$ cat config.mk
export PLATFORM = sky130hd
export DESIGN_NAME = orx_core
export DESIGN_NICKNAME = d
export VERILOG_FILES = /design/src/hdl/orx_pkg.sv /design/src/hdl/orx_dec_if.sv /design/src/hdl/orx_core.sv /design/src/hdl/orx_decoder.sv
export SDC_FILE = /design/constraint.sdc
export NUM_CORES = 1
export LEC_CHECK = 0
export ABC_AREA = 1
export BUFFER_PORTS_ARGS = -buffer_cell sky130_fd_sc_hd__buf_4
export CORE_MARGIN = 3
export CORE_UTILIZATION = 60
export CTS_BUF_LIST = sky130_fd_sc_hd__clkbuf_4 sky130_fd_sc_hd__clkbuf_8
export DETAILED_ROUTE_END_ITERATION = 16
export GPL_ROUTABILITY_DRIVEN = 0
export PLACE_DENSITY = 0.95
export SLEW_MARGIN = 20
export SYNTH_ARGS = -nofsm -noshare
export SYNTH_HDL_FRONTEND = slang
export SYNTH_SLANG_ARGS = --single-unit
$ cat constraint.sdc
create_clock -name clk -period 2.9 [get_ports clk]
set_input_delay 0.145 -clock clk [delete_from_list [all_inputs] [get_ports clk]]
set_output_delay 0.145 -clock clk [all_outputs]
set_load 0.1 [all_outputs]
$ cat src/hdl/orx_pkg.sv
// shared constants and types for the or/stack/return/rotate execution block
package orx_pkg;
  // opcodes
  localparam logic [7:0] OP_OR_A_REG     = 8'h48; // low 3 bits select bank register
  localparam logic [7:0] OP_OR_A_DIR     = 8'h45;
  localparam logic [7:0] OP_OR_A_IND     = 8'h46; // low bit selects pointer register
  localparam logic [7:0] OP_OR_A_IMM     = 8'h44;
  localparam logic [7:0] OP_OR_DIR_A     = 8'h42;
  localparam logic [7:0] OP_OR_DIR_IMM   = 8'h43;
  localparam logic [7:0] OP_OR_C_BIT     = 8'h72;
  localparam logic [7:0] OP_OR_C_NBIT    = 8'ha0;
  localparam logic [7:0] OP_POP          = 8'hd0;
  localparam logic [7:0] OP_PUSH         = 8'hc0;
  localparam logic [7:0] OP_CALL_EXIT    = 8'h22;
  localparam logic [7:0] OP_INT_EXIT     = 8'h32;
  localparam logic [7:0] OP_ROT_LEFT     = 8'h23;
  localparam logic [7:0] OP_ROT_LEFT_CY  = 8'h33;
  localparam logic [7:0] OP_ROT_RIGHT    = 8'h03;
  localparam logic [7:0] OP_ROT_RIGHT_CY = 8'h13;
  localparam logic [7:0] OPMASK_REG      = 8'hf8;
  localparam logic [7:0] OPMASK_IND      = 8'hfe;
  localparam logic [7:0] OP_SP_ADDR      = 8'h81; // direct address of the stack pointer
  // reset values
  localparam logic [7:0]  SP_RST  = 8'h07;
  localparam logic [15:0] PC_RST  = 16'h0000;
  localparam logic [7:0]  ACC_RST = 8'h00;
  localparam logic [7:0]  BYTE_ZERO = 8'h00;
  localparam logic [7:0]  SP_STEP = 8'h01;
  localparam logic [2:0]  BITSEL_ZERO = 3'h0;
  // instruction class codes
  typedef enum logic [3:0] {
    ORX_K_NONE = 4'h0, ORX_K_OR_A = 4'h1, ORX_K_OR_DIR = 4'h2, ORX_K_OR_C = 4'h3,
    ORX_K_POP = 4'h4, ORX_K_PUSH = 4'h5, ORX_K_RET = 4'h6, ORX_K_INTERRUPT_EXIT = 4'h7,
    ORX_K_ROT = 4'h8
  } orx_kind_t;
  typedef enum logic [2:0] {
    ORX_S_A = 3'h0, ORX_S_REG = 3'h1, ORX_S_DIR = 3'h2, ORX_S_IND = 3'h3, ORX_S_IMM = 3'h4
  } orx_src_t;
endpackage

$ cat src/hdl/orx_dec_if.sv
// decode result carried from the decoder to the executor
`timescale 1ns/1ps
interface orx_dec_if;
  import orx_pkg::*;
  orx_kind_t  kind;
  orx_src_t   src;
  logic       inv_bit;
  logic [2:0] reg_sel;
  logic [1:0] nbytes;
  logic [1:0] ncycles;
  logic [1:0] rot_mode;
  logic       legal;
  modport dec (output kind, src, inv_bit, reg_sel, nbytes, ncycles, rot_mode, legal);
  modport exe (input  kind, src, inv_bit, reg_sel, nbytes, ncycles, rot_mode, legal);
endinterface

$ cat src/hdl/orx_core.sv
// execution core for or, stack, return and rotate instructions
`timescale 1ns/1ps
module orx_core
  import orx_pkg::*;
(
  input  wire logic        clk,
  input  wire logic        rstn,
  input  wire logic        ce,
  input  wire logic        instr_valid,
  input  wire logic [7:0]  opcode,
  input  wire logic [7:0]  operand1,
  input  wire logic [7:0]  operand2,
  input  wire logic [7:0]  reg_rdata,
  input  wire logic [7:0]  ind_rdata,
  input  wire logic [7:0]  dir_rdata,
  input  wire logic        dir_is_port,
  input  wire logic [7:0]  port_latch,
  input  wire logic        bit_value,
  input  wire logic [7:0]  ram_rdata,
  input  wire logic        int_pending_low,
  output logic             busy,
  output logic             done,
  output logic [7:0]       acc,
  output logic             carry,
  output logic [7:0]       stack_pointer,
  output logic [15:0]      program_counter,
  output logic [1:0]       instr_len,
  output logic             pc_load,
  output logic             dir_we,
  output logic [7:0]       dir_addr,
  output logic [7:0]       dir_wdata,
  output logic             ram_we,
  output logic [7:0]       ram_addr,
  output logic [7:0]       ram_wdata,
  output logic             prio_release,
  output logic             int_hold,
  output logic             illegal
);
  // ****************************************
  // decode
  // ****************************************
  orx_dec_if dif ();
  orx_decoder u_dec (
    .opcode (opcode),
    .d      (dif)
  );

  typedef enum logic [3:0] {
    ORX_ST_IDLE = 4'b0001,
    ORX_ST_EXEC = 4'b0010,
    ORX_ST_POP2 = 4'b0100,
    ORX_ST_WAIT = 4'b1000
  } orx_state_t;

  orx_state_t  state_r;
  orx_kind_t   kind_r;
  logic [1:0]  cyc_r;
  logic [7:0]  hi_r;
  logic [7:0]  src_byte;
  logic [7:0]  dst_byte;
  logic [7:0]  rot_val;
  logic        rot_cy;
  logic        bit_src;
  logic        start;
  logic        hold_armed_r;
  logic        is_ret;
  logic        pop_to_sp;

  assign start     = ce && instr_valid && (state_r == ORX_ST_IDLE);
  // decoded shorthands
  assign is_ret    = (dif.kind == ORX_K_RET) || (dif.kind == ORX_K_INTERRUPT_EXIT);
  assign pop_to_sp = (operand1 == OP_SP_ADDR);

  // ****************************************
  // operand selection
  // ****************************************
  always_comb begin
    case (dif.src)
      ORX_S_REG: src_byte = reg_rdata;
      ORX_S_DIR: src_byte = dir_rdata;
      ORX_S_IND: src_byte = ind_rdata;
      ORX_S_IMM: src_byte = (dif.kind == ORX_K_OR_DIR) ? operand2 : operand1;
      default:   src_byte = acc;
    endcase
  end

  assign dst_byte = dir_is_port ? port_latch : dir_rdata;
  assign bit_src  = dif.inv_bit ? ~bit_value : bit_value;

  always_comb begin
    rot_val = acc;
    rot_cy  = carry;
    case (dif.rot_mode)
      2'd2: rot_val = {acc[6:0], acc[7]};
      2'd3: {rot_cy, rot_val} = {acc, carry};
      2'd0: rot_val = {acc[0], acc[7:1]};
      default: {rot_val, rot_cy} = {carry, acc};
    endcase
  end

  // ****************************************
  // sequencing
  // ****************************************
  always_ff @(posedge clk or negedge rstn) begin
    if (!rstn) begin
      state_r <= ORX_ST_IDLE;
      kind_r  <= ORX_K_NONE;
      cyc_r   <= 2'd0;
    end else if (ce) begin
      case (state_r)
        ORX_ST_IDLE: begin
          if (instr_valid) begin
            kind_r <= dif.kind;
            cyc_r  <= dif.ncycles - 2'd1;
            if (is_ret)
              state_r <= ORX_ST_POP2;
            else if (dif.ncycles > 2'd1)
              state_r <= ORX_ST_WAIT;
          end
        end
        ORX_ST_POP2: state_r <= ORX_ST_IDLE;
        ORX_ST_WAIT: begin
          cyc_r <= cyc_r - 2'd1;
          if (cyc_r == 2'd1)
            state_r <= ORX_ST_IDLE;
        end
        default: state_r <= ORX_ST_IDLE;
      endcase
    end
  end

  always_ff @(posedge clk or negedge rstn) begin
    if (!rstn) begin
      busy <= 1'b0;
      done <= 1'b0;
    end else if (ce) begin
      busy <= start ? (dif.ncycles > 2'd1) : (state_r == ORX_ST_WAIT && cyc_r != 2'd1);
      done <= (start && dif.ncycles == 2'd1) || state_r == ORX_ST_POP2 ||
              (state_r == ORX_ST_WAIT && cyc_r == 2'd1);
    end
  end

  // length and legality of the last instruction taken
  always_ff @(posedge clk or negedge rstn) begin
    if (!rstn) begin
      instr_len <= 2'd0;
      illegal   <= 1'b0;
    end else if (start) begin
      instr_len <= dif.nbytes;
      illegal   <= !dif.legal;
    end
  end

  // ****************************************
  // accumulator and carry
  // ****************************************
  always_ff @(posedge clk or negedge rstn) begin
    if (!rstn) begin
      acc   <= ACC_RST;
      carry <= 1'b0;
    end else if (start) begin
      case (dif.kind)
        ORX_K_OR_A: acc <= acc | src_byte;
        ORX_K_OR_C: if (bit_src) carry <= 1'b1;
        ORX_K_ROT: begin
          acc   <= rot_val;
          carry <= rot_cy;
        end
        default: acc <= acc;
      endcase
    end
  end

  // ****************************************
  // direct byte writes
  // ****************************************
  always_ff @(posedge clk or negedge rstn) begin
    if (!rstn) begin
      dir_we    <= 1'b0;
      dir_addr  <= BYTE_ZERO;
      dir_wdata <= BYTE_ZERO;
    end else if (ce) begin
      dir_we <= 1'b0;
      if (start && dif.kind == ORX_K_OR_DIR) begin
        dir_we    <= 1'b1;
        dir_addr  <= operand1;
        dir_wdata <= dst_byte | src_byte;
      end else if (start && dif.kind == ORX_K_POP && !pop_to_sp) begin
        dir_we    <= 1'b1;
        dir_addr  <= operand1;
        dir_wdata <= ram_rdata;
      end
    end
  end

  // ****************************************
  // program counter
  // ****************************************
  // loaded only by the second cycle of a return
  always_ff @(posedge clk or negedge rstn) begin
    if (!rstn) begin
      program_counter <= PC_RST;
      pc_load         <= 1'b0;
    end else if (ce) begin
      pc_load <= 1'b0;
      if (state_r == ORX_ST_POP2) begin
        program_counter <= {hi_r, ram_rdata};
        pc_load         <= 1'b1;
      end
    end
  end

  // ****************************************
  // stack pointer and ram port
  // ****************************************
  always_ff @(posedge clk or negedge rstn) begin
    if (!rstn) begin
      stack_pointer <= SP_RST;
      hi_r          <= BYTE_ZERO;
    end else if (ce) begin
      if (start) begin
        case (dif.kind)
          ORX_K_POP: begin
            if (pop_to_sp)
              stack_pointer <= ram_rdata;
            else
              stack_pointer <= stack_pointer - SP_STEP;
          end
          ORX_K_PUSH: stack_pointer <= stack_pointer + SP_STEP;
          ORX_K_RET, ORX_K_INTERRUPT_EXIT: begin
            hi_r          <= ram_rdata;
            stack_pointer <= stack_pointer - SP_STEP;
          end
          default: stack_pointer <= stack_pointer;
        endcase
      end else if (state_r == ORX_ST_POP2) begin
        stack_pointer <= stack_pointer - SP_STEP;
      end
    end
  end

  always_ff @(posedge clk or negedge rstn) begin
    if (!rstn) begin
      ram_we    <= 1'b0;
      ram_addr  <= SP_RST;
      ram_wdata <= BYTE_ZERO;
    end else if (ce) begin
      ram_we <= 1'b0;
      if (start && dif.kind == ORX_K_PUSH) begin
        ram_we    <= 1'b1;
        ram_addr  <= stack_pointer + SP_STEP;
        ram_wdata <= dir_rdata;
      end else if (start && dif.kind == ORX_K_POP) begin
        ram_addr  <= stack_pointer - SP_STEP;
      end else if (start && is_ret) begin
        ram_addr  <= stack_pointer - SP_STEP; // low byte address for second pop
      end else if (state_r == ORX_ST_POP2) begin
        ram_addr  <= stack_pointer - SP_STEP; // stack top once the return completes
      end else begin
        ram_addr  <= stack_pointer; // idles at the stack top for the next take
      end
    end
  end

  // ****************************************
  // interrupt level release
  // ****************************************
  always_ff @(posedge clk or negedge rstn) begin
    if (!rstn) begin
      prio_release <= 1'b0;
      int_hold     <= 1'b0;
      hold_armed_r <= 1'b0;
    end else if (ce) begin
      prio_release <= 1'b0;
      if (state_r == ORX_ST_POP2 && kind_r == ORX_K_INTERRUPT_EXIT) begin
        prio_release <= 1'b1;
        int_hold     <= int_pending_low;
        hold_armed_r <= int_pending_low;
      end else if (hold_armed_r && instr_valid && state_r == ORX_ST_IDLE) begin
        hold_armed_r <= 1'b0; // one instruction taken
      end else if (!hold_armed_r && done) begin
        int_hold <= 1'b0;
      end
    end
  end
endmodule

$ cat src/hdl/orx_decoder.sv
// opcode decoder: instruction class, operand source, length and cycle count
`timescale 1ns/1ps
module orx_decoder
  import orx_pkg::*;
(
  input  wire logic [7:0] opcode,
  orx_dec_if.dec          d
);
  always_comb begin
    d.kind     = ORX_K_NONE;
    d.src      = ORX_S_A;
    d.inv_bit  = 1'b0;
    d.reg_sel  = opcode[2:0];
    d.nbytes   = 2'd1;
    d.ncycles  = 2'd1;
    d.rot_mode = opcode[5:4];
    d.legal    = 1'b1;
    if ((opcode & OPMASK_REG) == OP_OR_A_REG) begin
      d.kind = ORX_K_OR_A;
      d.src  = ORX_S_REG;
    end else if ((opcode & OPMASK_IND) == OP_OR_A_IND) begin
      d.kind    = ORX_K_OR_A;
      d.src     = ORX_S_IND;
      d.reg_sel = {2'b00, opcode[0]};
    end else begin
      case (opcode)
        OP_OR_A_DIR: begin
          d.kind    = ORX_K_OR_A;
          d.src     = ORX_S_DIR;
          d.nbytes  = 2'd2;
          d.ncycles = 2'd2;
        end
        OP_OR_A_IMM: begin
          d.kind    = ORX_K_OR_A;
          d.src     = ORX_S_IMM;
          d.nbytes  = 2'd2;
          d.ncycles = 2'd2;
        end
        OP_OR_DIR_A: begin
          d.kind    = ORX_K_OR_DIR;
          d.src     = ORX_S_A;
          d.nbytes  = 2'd2;
          d.ncycles = 2'd2;
        end
        OP_OR_DIR_IMM: begin
          d.kind    = ORX_K_OR_DIR;
          d.src     = ORX_S_IMM;
          d.nbytes  = 2'd3;
          d.ncycles = 2'd3;
        end
        OP_OR_C_BIT: begin
          d.kind    = ORX_K_OR_C;
          d.nbytes  = 2'd2;
          d.ncycles = 2'd2;
        end
        OP_OR_C_NBIT: begin
          d.kind    = ORX_K_OR_C;
          d.inv_bit = 1'b1;
          d.nbytes  = 2'd2;
          d.ncycles = 2'd2;
        end
        OP_POP: begin
          d.kind    = ORX_K_POP;
          d.nbytes  = 2'd2;
          d.ncycles = 2'd2;
        end
        OP_PUSH: begin
          d.kind    = ORX_K_PUSH;
          d.nbytes  = 2'd2;
          d.ncycles = 2'd2;
        end
        OP_CALL_EXIT: begin
          d.kind    = ORX_K_RET;
          d.ncycles = 2'd2;
        end
        OP_INT_EXIT: begin
          d.kind    = ORX_K_INTERRUPT_EXIT;
          d.ncycles = 2'd2;
        end
        OP_ROT_LEFT, OP_ROT_LEFT_CY, OP_ROT_RIGHT, OP_ROT_RIGHT_CY: d.kind = ORX_K_ROT;
        default: d.legal = 1'b0;
      endcase
    end
  end
endmodule

Word level (Yosys, flattened, before mapping)

Cells that the tools add are included.

Multiplexer cells: 56
Bitwise logic cells: 3
Shift operators: 0
$add $sub $neg: 4
Divide/modulo/power cells: 0
Magnitude comparators: 1
Eq/ne operators: 45
$mul: 0
Reduce and logical (&&, ||, !) cells: 49

Operators with widths:

| operator                                                         | count |
|---|---|
| 8-bit two-way mux                                                | 12 |
| 8-bit case mux with 3 select lines                               | 2 |
| 8-bit by 7-bit == test with 1-bit output (second input constant) | 5 |
| 8-bit by 6-bit == test with 1-bit output (second input constant) | 4 |
| 8-bit == test (second input constant)                            | 4 |
| 4-bit case mux with 8 select lines                               | 1 |
| 8-bit case mux with 4 select lines                               | 1 |
| 4-bit by 3-bit == test with 1-bit output (second input constant) | 6 |
| 4-bit two-way mux                                                | 6 |
| 1-bit two-way mux                                                | 19 |
| 8-bit OR                                                         | 2 |
| 8-bit case mux with 2 select lines                               | 1 |
| 1-bit logical AND                                                | 14 |
| 14-bit OR reduction                                              | 1 |
| 2-bit case mux with 2 select lines                               | 3 |
| 2-bit AND reduction                                              | 6 |
| 3-bit AND reduction                                              | 4 |
| 2-bit nonzero test                                               | 6 |
| 2-bit OR reduction                                               | 6 |
| 2-bit two-way mux                                                | 5 |
| 2-bit != test (second input constant)                            | 5 |
| 9-bit OR reduction                                               | 1 |
| 8-bit by 1-bit adder with 8-bit output (second input constant)   | 1 |
| 4-bit by 1-bit == test with 1-bit output (second input constant) | 2 |
| other kinds (28)                                                 | 41 |

Memories kept: 0
Logic and storage cells: 180
Register bits: 94
Bits in writable memories: 0
Bits in read-only memories: 0
Latch bits: 0

Depth between registers and ports, before layout

Depth after elaboration: 11
Gate-level depth with buffers: 16
Gate-level depth less buffers: 16

Modules after synthesis

From an unflattened synthesis, not the netlist that was laid out.

Cell total of the unflattened synthesis: 858
Area total of the unflattened synthesis: 5989.5 um2

By module, submodules not included:

| module      | cells an instance | instances | area an instance (um2) | seq. area each (um2) |
|---|---|---|---|---|
| orx_core    | 780               | 1         | 5561.6                 | 2336.0 |
| orx_decoder | 78                | 1         | 427.9                  | 0.0 |

Worst setup path after synthesis

Ideal clock, no wire load.

Path kind: reg2reg
Start point: register stack_pointer[0]
End point: register ram_addr[4]
Stages on the path, launching flop included: 16
Period minus slack after synthesis: 2.396 ns
Path slack: 0.504 ns
Setup time: 0.078 ns
Data required time: 2.822 ns
Arrival: 2.319 ns
Cell sequence: dfstp_2 clkinv_1 ha_1 inv_1 nor2_1 nand2_1 nand2_1 nand2_1 nand2_1 o21ai_0 nand2_1 nand2_1 nand2_1 nand2_1 nand2_1 a21oi_1

Cells in the longest elaborated chain, start to end: 5

RTL lines:

| element                                     | RTL line                                          | RTL |
|---|---|---|
| start, declared                             | orx_core.sv:25                                    | `output logic [7:0] stack_pointer,` |
| start signal, assigned                      | orx_core.sv:225                                   | `stack_pointer <= ram_rdata;` |
| start signal, assigned                      | orx_core.sv:227                                   | `stack_pointer <= stack_pointer - SP_STEP;` |
| start signal, assigned                      | orx_core.sv:229                                   | `ORX_K_PUSH: stack_pointer <= stack_pointer + SP_STEP;` |
| 8-bit by 1-bit subtractor with 8-bit output | orx_core.sv:254, orx_core.sv:256, orx_core.sv:258 |  |
| 8-bit two-way mux                           | n/a                                               |  |
| 8-bit two-way mux                           | orx_core.sv:255                                   | `end else if (start && is_ret) begin` |
| 8-bit two-way mux                           | orx_core.sv:253                                   | `end else if (start && dif.kind == ORX_K_POP) begin` |
| 8-bit two-way mux (*)                       | orx_core.sv:249                                   | `if (start && dif.kind == ORX_K_PUSH) begin` |
| end signal, assigned                        | orx_core.sv:251                                   | `ram_addr <= stack_pointer + SP_STEP;` |
| end signal, assigned                        | orx_core.sv:254                                   | `ram_addr <= stack_pointer - SP_STEP;` |
| end signal, assigned                        | orx_core.sv:256                                   | `ram_addr <= stack_pointer - SP_STEP;` |
| end, declared                               | orx_core.sv:33                                    | `output logic [7:0] ram_addr,` |

Every way passes the cells marked *; elsewhere a longest branch is shown, timed or not.
A chain may end at the register's enable or synchronous reset.

Worst setup path after layout

Start point: register state_r[0]
End point: register ram_addr[3]

Cells in the longest elaborated chain, start to end: 6

RTL lines:

| element                                  | RTL line        | RTL |
|---|---|---|
| start, declared                          | orx_core.sv:55  | `orx_state_t state_r;` |
| start signal, assigned                   | orx_core.sv:106 | `state_r <= ORX_ST_IDLE;` |
| start signal, assigned                   | orx_core.sv:116 | `state_r <= ORX_ST_POP2;` |
| start signal, assigned                   | orx_core.sv:118 | `state_r <= ORX_ST_WAIT;` |
| 4-bit by 1-bit == test with 1-bit output | orx_core.sv:69  | `assign start = ce && instr_valid && (state_r == ORX_ST_IDLE);` |
| 1-bit logical AND                        | orx_core.sv:69  |  |
| 1-bit logical AND                        | orx_core.sv:255 |  |
| 8-bit two-way mux                        | orx_core.sv:255 |  |
| 8-bit two-way mux                        | orx_core.sv:253 |  |
| 8-bit two-way mux (*)                    | orx_core.sv:249 |  |

Marks and branches as above.

==> metrics <==
synthesis-to-layout area growth=22.3%; Top-Level Pins=146; adder-cell area share of the yosys netlist=0.822%; final wirelength=18,300 um; clock share of power=15.7%; combinational power share=52.5%; Vias/cell=5.65; share of cells above drive strength 1=22.7%; Critical Path RT=3.20 ns; Fmax=433 MHz; top cells by area, synth=dfrtp_1 35%, nand2_1 20%, nand3_1 5.5%, nor2_1 5.3%, inv_1 5.2%; mapped cell area=6090 sq um; final setup fails=0; synthesized flop and latch total=93; max_slew headroom=57.6%; Synth area leader=dfrtp_1; I/O Buffers=145; nature of the critical path endpoint=register; Internal Power=2580 uW; Finished Cell Area=7450 sq um; via count=6,581; CP Class=reg -> reg; global-route wire length before repair=29,600 um; status=finished, final reports clean; Leak=0.00415 uW; Primary FF master, synth=dfrtp_1; FF+latch area=2340 sq um; Synth Area in Compound Gates=10.8%; worst vdd ir=0.613 mV; sequential power share=31.7%; count of buffer and inverter cells on the critical path=2; post-synthesis sequential area ratio=38.4%; GRT Util Overall=32.4%; Max Slew Vio Count=0; clk slew on worst S/H paths=0.11 ns; initial core utilization=62.0%; Simple-Gate Fraction of Synth Area=38.9%; largest family of logic cells by synthesized area=simple AND/OR/NAND/NOR gates; R2R Setup Slk=0.59 ns; fill cell count=756; Startpoint Class=register; CTS root buffer=clkbuf_8; delay-heaviest family, CP=simple AND/OR/NAND/NOR gates; critical-path cell list=nand3_2 > nor2_2 > buf_4 > nand2_4 > inv_1 > nand2_1 > nand2_1 > nand2_1 > nand2_1 > nand2_1 > a21oi_1; Setup WS pre-CTS=0.600 ns; Routed WL per cell=15.7 um; cell repeated most along the worst path=nand2_1; syn_area_per_cell=6.82 sq um; Async S/R FF share, synth=100%; post-DP HPWL=13,700 um; initial DRC count=499; Period minus WS final=2.31 ns; clk buf depth=2; initial antenna violation count=0; Final TNS setup=0 ns; CORE AREA=9820 sq um; vias in the first global route=6,185; RSZ-0062 raised after global routing=no; global route overflow=0; xor and xnor area share after synthesis=0.863%; Synth top area share=35.4%; crit-path max FO=30; Slowest Stage Delay on Critical Path=0.58 ns; die height=107 um; min-delay worst type=in -> reg; DRC Markers=0; PwrDens=758 nW/um^2; Die X=107 um; Final ANT Viol Nets=0; Post-synth EDFFs=0; htree depth=3; switch share=54.3%; multi-input logic area=3220 sq um; largest net degree at the start of global routing=46; Critical-path top delay cell=dfstp_2; n_diodes=0; worst-skew pair later-pin latency=0.37 ns; Net Switching=3060 uW; fin nets=1,102; Final period util=79.5%; Synth Instances=892; clock buffer count from CTS=9; # Max-Cap Violations=0; CP arrival=2.61 ns; final hold vios=0; clock sinks=93; post-synthesis mux area share=1.48%; Post-DP Area=7230 sq um; actual slew at the worst max-slew pin=0.634 ns; die area=11,400 sq um; CTS tree=built; worst setup margin=0.593 ns; Final Skew=0.0121 ns; Cell Rows=36; Yosys cell types=41; 1st-pass router iterations=6; Yosys warning total=0; Syn Nets=967
[power by group through the flow]
stage | clock (uW) | sequential [uW] | combinational (uW)
global route | 933 | 1810 | 3160
finish | 888 | 1790 | 2960
CTS | 885 | 1780 | 2940
global placement | 0 | 1800 | 2870
detailed placement | 0 | 1800 | 2910
floorplan | 0 | 3020 | 993
[flip-flops by register name, summed over array words and instances, names as in the netlist]
signal and cells:
cyc_r 2, illegal 1, dir_we 1, ram_we 1, int_hold 1, ram_addr 8, busy 1, hi_r 8
dir_addr 8, program_counter 16, ram_wdata 8, dir_wdata 8, acc 8, instr_len 2, prio_release 1, pc_load 1
done 1, state_r 3, hold_armed_r 1, stack_pointer 8, carry 1, kind_r 4
[synthesized netlist by cell type, types with 3 or more instances]
cell and count:
buf_4 3, o21ai_0 48, nor2_2 3, nand2_2 9, xor2_1 4, dfrtp_1 86, nand4_1 20, clkbuf_1 11
nor2_4 7, mux2_2 8, o21ai_1 8, inv_2 11, a31oi_1 8, dfstp_2 7, o21ai_2 10, nor2_8 3
buf_6 3, nand3_1 67, inv_1 85, a21oi_1 20, nand2_1 332, o22ai_1 4, buf_2 12, o211ai_1 8
nor3_1 6, ha_1 4, nor2_1 86
[metal layers]
| layer | track usage, % | part of all wire (%) | vias to the layer above |
|---|---|---|---|
| li1 | - | - | 3115 |
| met1 | 41.1 | 38 | 3023 |
| met2 | 54.6 | 48 | 398 |
| met3 | 7.10 | 11 | 45 |
| met4 | 11.8 | 3.0 | 0 |
| met5 | 0 | 0 | - |
[placed cells by master, fill, tap and decap left out, types with 3 or more instances in the layout]
cell	synthesis	routed
o21ai_1	8	8
nor2_1	86	86
a31oi_1	8	8
mux2_2	8	8
nand2_1	332	332
o22ai_1	4	4
dfstp_2	7	7
a21oi_1	20	20
nand3_1	67	67
nor2_4	7	7
buf_4	3	152
o211ai_1	8	8
dfrtp_1	86	86
nand2_2	9	9
inv_2	11	11
nand4_1	20	20
nor2_8	3	3
nor3_1	6	6
inv_1	85	85
xor2_1	4	4
o21ai_2	10	10
o21ai_0	48	48
clkbuf_8	0	9
ha_1	4	4
nor2_2	3	3
[logic make-up after synthesis]
logic type,count (synthesis)
flops,93
xor+xnor,6
buf+inv,129
compound gates,112
mux,8
simple gates,540
fa+ha+maj,4
[through the flow]
| step | power (uW) | instances | utilization, % | hold slack (ns) |
|---|---|---|---|---|
| after detailed placement | 4710 | 1147 | 73.7 | 0.180 |
| after global routing | 5900 | 1165 | 75.8 | 0.00912 |
| after global placement | 4660 | 1147 | 73.7 | 0.178 |
| after CTS | 5600 | 1165 | 75.8 | 0.000741 |
| after floorplan | 4020 | 892 | - | -0.151 |
| final | 5640 | 1165 | 75.8 | 0.00434 |
[final timing paths]
path | startpoint | endpoint | depth (start not counted)
setup / recovery | state_r[0] | ram_addr[3] | 11
hold / removal | dir_rdata[4] | ram_wdata[4] | 3
setup reg to reg | state_r[0] | ram_addr[3] | 11
hold reg to reg | hi_r[7] | hi_r[7] | 2
max in group asynchronous | rstn | state_r[0] | 3
min in group asynchronous | rstn | program_counter[11] | 2
[worst reg2reg max path: stages, from the launching register on]
cell     delay, ns
dfstp_2       0.58
nand3_2       0.14
nor2_2        0.18
buf_4         0.37
nand2_4       0.25
inv_1         0.26
nand2_1       0.08
nand2_1       0.08
nand2_1       0.05
nand2_1       0.08
nand2_1       0.05
a21oi_1       0.13
[layout make-up]
class	instances	area share (%)
Sequential cell	93	31.4
Clock inverter	7	0.924
Tap cell	133	2.23
Timing Repair Buffer	154	15.6
Multi-Input combinational cell	670	43.2
Inverter	99	5.02
Clock buffer	9	1.66
[what timing repair did]
item                      4_1_cts  5_1_grt
hold endpoints to repair       39        0
hold buffers                    2        0
setup buffers                   0        0
resized for setup               0        0
Power figures use the tool's default switching activity.
